File: config.mk
export PLATFORM = sky130hd
export DESIGN_NAME = converter_state_sequencer
export DESIGN_NICKNAME = d
export VERILOG_FILES = /design/src/logic/converter_state_sequencer.v
export VERILOG_INCLUDE_DIRS = /design/src /design/src/shared
export SDC_FILE = /design/constraint.sdc
export NUM_CORES = 1
export LEC_CHECK = 0
export BUFFER_PORTS_ARGS = -buffer_cell sky130_fd_sc_hd__buf_2
export CORE_UTILIZATION = 60
export DETAILED_ROUTE_END_ITERATION = 8
export PLACE_DENSITY_LB_ADDON = 0.1
export RECOVER_POWER = 25
export SLEW_MARGIN = 0
export SYNTH_ARGS = -nofsm -noshare
export SYNTH_HDL_FRONTEND = slang
export SYNTH_SLANG_ARGS = --single-unit
File: constraint.sdc
create_clock -name aclk -period 5.66 [get_ports aclk]
set_clock_uncertainty 0.15 [all_clocks]
set_input_delay 0.566 -clock aclk [delete_from_list [all_inputs] [get_ports aclk]]
set_output_delay 0.566 -clock aclk [all_outputs]
set_load 0.1 [all_outputs]
File: src/shared/converter_state_sequencer_regs.vh
// offsets, fields, reset values and timing counts of the state sequencer
`ifndef CONVERTER_STATE_SEQUENCER_REGS_VH
`define CONVERTER_STATE_SEQUENCER_REGS_VH

// register byte offsets
`define CSS_CTRL_OFS 8'h00
`define CSS_STATUS_OFS 8'h04
`define CSS_FAULT_OFS 8'h08

// control register fields
`define CSS_CTRL_RUN_BIT 0
`define CSS_CTRL_AUTOFREQ_BIT 1
`define CSS_CTRL_BYPASS_BIT 2
`define CSS_CTRL_DIR_BIT 3
`define CSS_CTRL_USONIC_BIT 4
`define CSS_CTRL_RESET 32'h0000_0000

// fault flag positions
`define CSS_FLT_THERMAL 0
`define CSS_FLT_OV 1
`define CSS_FLT_UV 2
`define CSS_FLT_BOOT 3
`define CSS_FLT_TIMER 4
`define CSS_FLT_PGOOD 5
`define CSS_FLT_FLYING_CAPACITOR 6
`define CSS_FLT_WDOG 7
`define CSS_FLT_OCP 8
`define CSS_FLT_W 9

// timing: clock in MHz, times in microseconds
`define CSS_CLK_MHZ 125
`define CSS_FAULT_DWELL_US 1000
`define CSS_RAMP_US 20000
`define CSS_OTP_CYCLES 16
`define CSS_SW_DIV 21
`define CSS_AXI_OKAY 2'b00
`define CSS_AXI_SLVERR 2'b10

`endif

File: src/logic/converter_state_sequencer.v
// top-level operating state machine of the switched-capacitor converter
`timescale 1ns/1ps
`include "converter_state_sequencer_regs.vh"

// Contract
// - after start-up, fixed or automatic frequency chosen by a host bit.
// - drive two phases with interleaved switching.
// - switching frequency from oscillator; optional spread spectrum via OTP.
// - auto mode: optional ultrasonic floor, CCM at high load, DCM at low.
// - multiply mode uses CCM only and ignores frequency-mode bit.
// - supply below power-down threshold forces OFF until power recovers.
// - rising supply: OTP load, then POWERDOWN, STANDBY or ACTIVE.
// - POWERDOWN: no switching, flying capacitors disconnected.
// - leave POWERDOWN on key press, or rising level in level mode.
// - STANDBY: converter off, supervision and host interface stay alive.
// - host run bit moves between STANDBY and ACTIVE.
// - any supervision flag sends device to FAULT from STANDBY or ACTIVE.
// - long key press in edge key style forces FAULT for a power cycle.
// - stay in FAULT at least the dwell, longer while flags assert.
// - after FAULT clears, repeat OTP read, then next state by settings.
// - entering ACTIVE turns converter on in configured mode.
// - switching: two switches on, two off, polarity alternates.
// - bypass: all high-side switches on, both power-good outputs high.
// - mode decode of control bits [3:2]: 00 divide, 01 forward bypass, 10 multiply, 11 reverse bypass.
// - input valid only within the mode-specific rail window.
// - mode bit changes are applied only while converter is off.
// - ramp timer checks start-up; failure blocks regular switching.
module converter_state_sequencer #(
	parameter FAULT_DWELL_CYCLES =
		`CSS_FAULT_DWELL_US * `CSS_CLK_MHZ,
	parameter RAMP_CYCLES = `CSS_RAMP_US * `CSS_CLK_MHZ,
	parameter LONG_PRESS_CYCLES = 32'd250000000
) (
	// clock and reset
	input wire aclk,
	input wire aresetn,
	// axi4-lite write address and data
	input wire [7:0] s_axi_awaddr,
	input wire s_axi_awvalid,
	output wire s_axi_awready,
	input wire [31:0] s_axi_wdata,
	input wire [3:0] s_axi_wstrb,
	input wire s_axi_wvalid,
	output wire s_axi_wready,
	// axi4-lite write response
	output reg [1:0] s_axi_bresp,
	output reg s_axi_bvalid,
	input wire s_axi_bready,
	// axi4-lite read
	input wire [7:0] s_axi_araddr,
	input wire s_axi_arvalid,
	output wire s_axi_arready,
	output reg [31:0] s_axi_rdata,
	output reg [1:0] s_axi_rresp,
	output reg s_axi_rvalid,
	input wire s_axi_rready,
	// supply and key
	input wire supply_above_rising,
	input wire supply_below_falling,
	input wire key_pin,
	input wire level_enable_style,
	input wire otp_run_default,
	input wire otp_spread_enable,
	// analog supervision
	input wire [8:0] fault_flags_raw,
	input wire high_rail_valid,
	input wire low_rail_valid,
	input wire ratio_reached,
	input wire light_load,
	// converter outputs
	output reg [3:0] phase_a_switches,
	output reg [3:0] phase_b_switches,
	output reg flying_cap_connect,
	output reg pgood_force_high,
	output reg dcm_enable,
	output reg converter_on,
	output reg otp_load_strobe,
	output reg [5:0] state_code
);

// ==========================================================
// states
localparam ST_OFF = 6'b000001;
localparam ST_OTP = 6'b000010;
localparam ST_PDOWN = 6'b000100;
localparam ST_STBY = 6'b001000;
localparam ST_ACT = 6'b010000;
localparam ST_FAULT = 6'b100000;

// ==========================================================
// synchronised inputs
reg [8:0] flt_s1_ff, flt_ff;
reg key_s1_ff, key_ff, key_d_ff;

always @(posedge aclk) begin
	if (!aresetn) begin
		flt_s1_ff <= 9'h000;
		flt_ff <= 9'h000;
		key_s1_ff <= 1'b0;
		key_ff <= 1'b0;
		key_d_ff <= 1'b0;
	end else begin
		flt_s1_ff <= fault_flags_raw;
		flt_ff <= flt_s1_ff;
		key_s1_ff <= key_pin;
		key_ff <= key_s1_ff;
		key_d_ff <= key_ff;
	end
end

wire key_rise = key_ff & ~key_d_ff;

// ==========================================================
// register file
reg run_ff, autofreq_ff, bypass_ff, dir_ff, usonic_ff;
reg mode_byp_ff, mode_dir_ff;
reg [8:0] fault_seen_ff;
reg aw_ff, w_ff;
reg [7:0] awaddr_ff;
reg [31:0] wdata_ff;
reg [3:0] wstrb_ff;
reg [5:0] state_ff, nxt_state;
reg ramp_ok_ff;

assign s_axi_awready = ~aw_ff & ~s_axi_bvalid;
assign s_axi_wready = ~w_ff & ~s_axi_bvalid;
assign s_axi_arready = ~s_axi_rvalid;

wire wr_go = aw_ff & w_ff & ~s_axi_bvalid;
wire wr_ctrl = wr_go & (awaddr_ff == `CSS_CTRL_OFS) & wstrb_ff[0];
wire wr_fault = wr_go & (awaddr_ff == `CSS_FAULT_OFS);
wire [8:0] flt_clr = wr_fault ? wdata_ff[8:0] : 9'h000;

always @(posedge aclk) begin
	if (!aresetn) begin
		aw_ff <= 1'b0;
		w_ff <= 1'b0;
		awaddr_ff <= 8'h00;
		wdata_ff <= 32'h0000_0000;
		wstrb_ff <= 4'h0;
		s_axi_bvalid <= 1'b0;
		s_axi_bresp <= `CSS_AXI_OKAY;
		run_ff <= 1'b0;
		autofreq_ff <= 1'b0;
		bypass_ff <= 1'b0;
		dir_ff <= 1'b0;
		usonic_ff <= 1'b0;
		fault_seen_ff <= 9'h000;
	end else begin
		if (s_axi_awvalid && s_axi_awready) begin
			aw_ff <= 1'b1;
			awaddr_ff <= s_axi_awaddr;
		end
		if (s_axi_wvalid && s_axi_wready) begin
			w_ff <= 1'b1;
			wdata_ff <= s_axi_wdata;
			wstrb_ff <= s_axi_wstrb;
		end
		if (wr_go) begin
			aw_ff <= 1'b0;
			w_ff <= 1'b0;
			s_axi_bvalid <= 1'b1;
			s_axi_bresp <= (awaddr_ff == `CSS_CTRL_OFS ||
				awaddr_ff == `CSS_FAULT_OFS ||
				awaddr_ff == `CSS_STATUS_OFS) ?
				`CSS_AXI_OKAY : `CSS_AXI_SLVERR;
		end else if (s_axi_bvalid && s_axi_bready) begin
			s_axi_bvalid <= 1'b0;
		end
		if (wr_ctrl) begin
			run_ff <= wdata_ff[`CSS_CTRL_RUN_BIT];
			autofreq_ff <= wdata_ff[`CSS_CTRL_AUTOFREQ_BIT];
			bypass_ff <= wdata_ff[`CSS_CTRL_BYPASS_BIT];
			dir_ff <= wdata_ff[`CSS_CTRL_DIR_BIT];
			usonic_ff <= wdata_ff[`CSS_CTRL_USONIC_BIT];
		end else if (state_ff == ST_OTP) begin
			run_ff <= otp_run_default;
		end
		// sticky fault record: set wins over write-one clear
		fault_seen_ff <= (fault_seen_ff & ~flt_clr) | flt_ff;
	end
end

// read channel
always @(posedge aclk) begin
	if (!aresetn) begin
		s_axi_rvalid <= 1'b0;
		s_axi_rdata <= 32'h0000_0000;
		s_axi_rresp <= `CSS_AXI_OKAY;
	end else if (s_axi_arvalid && s_axi_arready) begin
		s_axi_rvalid <= 1'b1;
		s_axi_rresp <= `CSS_AXI_OKAY;
		case (s_axi_araddr)
		`CSS_CTRL_OFS: s_axi_rdata <= {27'h0, usonic_ff, dir_ff,
			bypass_ff, autofreq_ff, run_ff};
		`CSS_STATUS_OFS: s_axi_rdata <= {22'h0, mode_dir_ff,
			mode_byp_ff, converter_on, ramp_ok_ff, state_ff};
		`CSS_FAULT_OFS: s_axi_rdata <= {23'h0, fault_seen_ff};
		default: begin
			s_axi_rdata <= 32'h0000_0000;
			s_axi_rresp <= `CSS_AXI_SLVERR;
		end
		endcase
	end else if (s_axi_rvalid && s_axi_rready) begin
		s_axi_rvalid <= 1'b0;
	end
end

// ==========================================================
// timers
reg [31:0] tmr_ff;
reg [31:0] key_cnt_ff;
reg [3:0] otp_cnt_ff;

wire long_press = key_ff & ~level_enable_style &
	(key_cnt_ff >= LONG_PRESS_CYCLES);
wire any_fault = |flt_ff;
wire input_ok = mode_dir_ff ? low_rail_valid : high_rail_valid;
// wake event
// a press reads high in both key styles, so one edge serves both
wire wake = key_rise;
wire go_on = run_ff & input_ok;

always @(posedge aclk) begin
	if (!aresetn) begin
		key_cnt_ff <= 32'h0000_0000;
	end else if (!key_ff) begin
		key_cnt_ff <= 32'h0000_0000;
	end else if (key_cnt_ff != 32'hFFFF_FFFF) begin
		key_cnt_ff <= key_cnt_ff + 32'h0000_0001;
	end
end

// ==========================================================
// state machine
always @* begin
	nxt_state = state_ff;
	case (state_ff)
	ST_OFF: begin
		if (supply_above_rising)
			nxt_state = ST_OTP;
	end
	ST_OTP: begin
		if (otp_cnt_ff == `CSS_OTP_CYCLES - 1)
			nxt_state = level_enable_style && !key_ff ?
				ST_PDOWN : (otp_run_default ? ST_ACT : ST_STBY);
	end
	ST_PDOWN: begin
		if (wake)
			nxt_state = run_ff ? ST_ACT : ST_STBY;
	end
	ST_STBY: begin
		if (any_fault)
			nxt_state = ST_FAULT;
		else if (go_on)
			nxt_state = ST_ACT;
	end
	ST_ACT: begin
		if (any_fault || !input_ok)
			nxt_state = ST_FAULT;
		else if (!run_ff)
			nxt_state = ST_STBY;
	end
	ST_FAULT: begin
		if (tmr_ff >= FAULT_DWELL_CYCLES - 1 && !any_fault)
			nxt_state = ST_OTP;
	end
	default: nxt_state = ST_OFF;
	endcase
	if (long_press && state_ff != ST_OFF && state_ff != ST_FAULT)
		nxt_state = ST_FAULT;
	if (supply_below_falling)
		nxt_state = ST_OFF;
end

always @(posedge aclk) begin
	if (!aresetn) begin
		state_ff <= ST_OFF;
		tmr_ff <= 32'h0000_0000;
		otp_cnt_ff <= 4'h0;
		ramp_ok_ff <= 1'b0;
		otp_load_strobe <= 1'b0;
		state_code <= ST_OFF;
	end else begin
		state_ff <= nxt_state;
		state_code <= nxt_state;
		otp_load_strobe <= (nxt_state == ST_OTP) &&
			(state_ff != ST_OTP);
		tmr_ff <= (nxt_state != state_ff) ? 32'h0000_0000 :
			tmr_ff + 32'h0000_0001;
		otp_cnt_ff <= (state_ff == ST_OTP) ? otp_cnt_ff + 4'h1 :
			4'h0;
		if (state_ff != ST_ACT)
			ramp_ok_ff <= 1'b0;
		else if (ratio_reached && tmr_ff < RAMP_CYCLES)
			ramp_ok_ff <= 1'b1;
	end
end

// latch mode only when converter off
always @(posedge aclk) begin
	if (!aresetn) begin
		mode_byp_ff <= 1'b0;
		mode_dir_ff <= 1'b0;
	end else if (!converter_on) begin
		mode_byp_ff <= bypass_ff;
		mode_dir_ff <= dir_ff;
	end
end

// ==========================================================
// switching clock with spread spectrum
reg [5:0] div_ff;
reg [3:0] lfsr_ff;
reg phase_ff;
wire [31:0] div_sum = `CSS_SW_DIV + (otp_spread_enable ?
	{29'h0000_0000, lfsr_ff[2:0]} : 32'h0000_0000);
wire [5:0] div_top = div_sum[5:0];

always @(posedge aclk) begin
	if (!aresetn) begin
		div_ff <= 6'd0;
		lfsr_ff <= 4'h1;
		phase_ff <= 1'b0;
	end else if (div_ff >= div_top) begin
		div_ff <= 6'd0;
		lfsr_ff <= {lfsr_ff[2:0], lfsr_ff[3] ^ lfsr_ff[2]};
		// skip pulses at light load unless floor forced
		if (!(autofreq_ff && !mode_dir_ff && light_load &&
			!usonic_ff && lfsr_ff[0]))
			phase_ff <= ~phase_ff;
	end else begin
		div_ff <= div_ff + 6'd1;
	end
end

// ==========================================================
// switch drive
// bypass bit picks bypass, direction bit multiply
wire active_on = (state_ff == ST_ACT);
wire sw_mode = active_on & ~mode_byp_ff & ramp_ok_ff;

always @(posedge aclk) begin
	if (!aresetn) begin
		phase_a_switches <= 4'h0;
		phase_b_switches <= 4'h0;
		flying_cap_connect <= 1'b0;
		pgood_force_high <= 1'b0;
		dcm_enable <= 1'b0;
		converter_on <= 1'b0;
	end else begin
		// converter on in active; off in standby
		converter_on <= active_on;
		flying_cap_connect <= active_on;
		pgood_force_high <= active_on & mode_byp_ff;
		// multiply forces CCM; auto mode picks DCM
		dcm_enable <= sw_mode & autofreq_ff & ~mode_dir_ff &
			light_load;
		if (active_on && mode_byp_ff) begin
			phase_a_switches <= 4'b0011;
			phase_b_switches <= 4'b0011;
		end else if (sw_mode) begin
			phase_a_switches <= phase_ff ? 4'b1010 : 4'b0101;
			phase_b_switches <= phase_ff ? 4'b0101 : 4'b1010;
		end else begin
			phase_a_switches <= 4'h0;
			phase_b_switches <= 4'h0;
		end
	end
end

endmodule

==> results.txt <==
Once detail routing completed, the nets flagged for antenna violations numbered 0. The adder-cell share of the synthesized area is 0.0167. Final critical-path share of the clock period: 0.658. The post-synthesis cell count came out at 882.

The H-tree was split into 4 levels. The share of the synthesized area in the top cell type came out at 0.441. Data on the critical path is required at its endpoint by 5.77 ns.

Post-placement cell area: 7870 µm². After synthesis, the largest family of logic cells by area is simple AND/OR/NAND/NOR gates. Detailed placement finished with a half-perimeter wire length of 11,200 µm. The synthesized design spends more area on one cell type than any other, namely dfxtp_1. The longest clock path from root to sink contains 2 buffers. Detailed routing inserted a total of 6,257 vias. After routing the design area is 8410 µm². Dividing the detail-routed wire length by the instance count gives 14.1 µm.

0 antenna diodes ended up in the layout. The number of maximum-capacitance violations was 1. Data on the critical path arrives at its endpoint at 3.83 ns.

The worst vdd rail ir drop came out at 0.234 mV. Highest-delay cell along the critical path: nor3_4. The width of the die works out to 114 µm. The layout cell share with drive strength beyond 1 was 0.128. For the global routing usage summed across all routing layers, the log shows 0.257. The area of the multi-input gates is 3810 µm².

The instance count after placement with tap cells included is 1,097, and the distinct cell type count of the synthesized netlist is 62. The tree is rooted in a clkbuf_16. After layout, the minimum clock period comes to 3.72 ns. Summed over all cells, the static leakage comes to 0.00332 µW. Multiplexer share of the synthesized area: 0.0256.

After clock tree synthesis, the clock-pin slew on the worst setup and hold paths is 0.06 ns. In this run the worst path has a maximum fanout of 32. Power spread over the standard cell area amounts to 301 nW/µm².

In this run, CTS created clock tree buffers numbering 17. In the layout the commonest cells are dfxtp_1, nor2_1, nand2_1. The critical path goes through or4_1 > or4b_1 > o22a_1 > and4_4 > and3_4 > nor3_4 > nor3_1. The logs give 0 for the final routed DRC violation total and 5 for the number of iterations in the first detailed-routing pass. After routing, the total negative slack on setup checks comes to 0 ns.

Wires add up to 15,900 µm. The count of synthesis-stage warnings from yosys was 0; the share of synthesized registers carrying an async set or reset was 0. The vertical die dimension is 114 µm, and the number of resized instances in the post-cts repair step is 0.

The post-synthesis cell area came out at 7490 µm². TritonCTS built the clock tree. Number of synthesized flops with an enable pin: 0.

Setup repair after global routing left no endpoint under its margin. Each instance of the synthesized netlist takes up on average 8.49 µm². Setup violations remaining at the end of the flow were counted as 0.

The fraction of the yosys area taken by sequential cells was 0.441; the final-layout fill cell count was 1,045. The maximum achievable frequency was 269 MHz; the area enclosed by the die boundary was 12,900 µm². 138 I/O pins were placed. The tools report the sequential cell area as 3300 µm².

The worst hold path belongs to the class in -> reg. After floorplanning, the core was divided into 40 placement rows. The finished layout holds 1,128 standard cells, fillers aside.

The checks that failed: capacitance limit, slew limit. The buffers plus inverters on the worst setup path is 0, and the remaining global-route overflow is 0. For the number of buffers inserted by hold repair at cts, the log shows 0. The total count of hold-check failures in the final report came out at 0. The via count of the first global-routing pass was 5,683; the final RePlAce weighted congestion was 0.888. Effective utilization at floorplan: 0.618. The post-synthesis compound-gate area fraction is 0.0982, and the flip-flop and latch count after synthesis is 165. The delay contributed by the slowest stage of the critical path is 0.92 ns, and the core footprint is 12,100 µm². The xor/xnor cell area share of the yosys netlist came out at 0.0783.

The number of slew-limit violations in the final report is 38, and the simple-gate area share of the yosys netlist is 0.278. Dividing the detail-routed via count by the number of cells gives 5.55. The first global-routing pass estimated 26,400 µm of wire. The total of buffers placed on input and output ports is 87, and the net total in the final layout is 1,036. The tools report the type of origin of the critical path as a flip-flop.

Entering global routing, the biggest net connects 38 pins. Clock latency on the worst-skew pair, taken at its later pin, is 0.43 ns. The flow ran to the end, but the final reports show violations. The tools report the type of destination of the critical path as a flip-flop.

The starting DRC count in detailed routing was 470; the initial antenna violation count was 0. The cell family contributing the most delay on the critical path is simple AND/OR/NAND/NOR gates. For the relative max-transition margin, the log shows -0.0781. After synthesis, the cell types taking the most area are dfxtp_1, nor2_1, nand2_1. The most common cell after layout, fill and taps aside was dfxtp_1. Relative to the synthesized area, the layout overhead comes to 12.3%.

The most used flip-flop cell after synthesis is dfxtp_1. The transition at the pin with the smallest max-transition slack works out to 1.62 ns. The kind of critical path is reg -> reg. The total power after layout was 2530 µW. The run gives 165 as the clock sink count. The count of buffers added by post-CTS timing repair for setup was 0.
-- stage by stage --
step	utilization	setup slack, ns	hold slack [ns]
finish	0.695	1.94	0.185
global route	0.695	1.71	0.178
CTS	0.696	1.96	0.175
detailed placement	0.649	1.96	0.269
global placement	0.649	2.04	0.267
floorplan	-	2.39	0.262
-- routing by layer --
layer  wire length (µm)  track usage  vias to the layer above
met2               7370        0.412                      191
met1               7390        0.340                     2912
met5                  0            0                        -
met4                212       0.0868                        0
li1                   -            -                     3135
met3                879       0.0616                       19
-- report_power, final --
part / leakage, µW / switching, µW / internal, µW
Clock: 0.000280 / 461 / 627
Sequential: 0.00134 / 19.8 / 1190
Combinational: 0.00170 / 184 / 52.4
Total: 0.00332 / 665 / 1870
-- kinds of logic (layout without fill, tap and decap cells) --
| group | count (synthesis) | count (layout) |
|---|---|---|
| mux | 19 | 19 |
| buf+inv | 87 | 142 |
| simple gates | 417 | 417 |
| flops | 165 | 165 |
| xor+xnor | 67 | 67 |
| fa+ha+maj | 10 | 10 |
| other cells | 1 | 24 |
| compound gates | 116 | 116 |
-- synthesized netlist by cell type (5+ instances only) --
cell type and instances:
xor2_1 36, or4_1 7, a21o_1 5, xnor2_1 31, a21oi_1 47, mux2i_1 18
nor4_1 11, clkbuf_1 29, dfxtp_1 165, buf_4 29, or3_1 6, nor2b_1 11
ha_1 10, o21ai_0 17, and3_1 16, nor3_1 55, a211oi_1 5, nand4_1 17
and2_1 26, nand3_1 34, nor3b_1 6, inv_1 20, nand3b_1 9, a22oi_1 9
nand2_1 93, nor2_1 104
-- worst register-to-register path, stage by stage (launching register included) --
cell and delay (ns):
dfxtp_1 0.45, or4_1 0.68, or4b_1 0.58, o22a_1 0.26
and4_4 0.20, and3_4 0.18, nor3_4 0.92, nor3_1 0.13
-- final timing paths --
path / startpoint / to / slack [ns] / cells past startpoint
max: state_ff[4] / tmr_ff[25] / 1.94 / 7
min: s_axi_rready / s_axi_rvalid / 0.18 / 2
max reg2reg: state_ff[4] / tmr_ff[25] / 1.94 / 7
min reg2reg: flt_s1_ff[4] / flt_ff[4] / 0.28 / 1
-- registers in the layout (all words and copies together) (netlist names), 6 cells and up --
name           count
awaddr_ff          8
tmr_ff            32
wdata_ff           9
s_axi_rdata       10
flt_ff             9
flt_s1_ff          9
div_ff             6
fault_seen_ff      9
key_cnt_ff        32
state_ff           6
-- cell type report --
type | instances | area share
clock buffers | 20 | 0.0543
repair buffers | 91 | 0.0540
well taps | 168 | 0.0250
flip-flops and latches | 165 | 0.393
multi-input cells | 653 | 0.453
inverters | 20 | 0.00892
clock inverters | 11 | 0.0122
No activity file was read; power rests on OpenSTA's default activity.
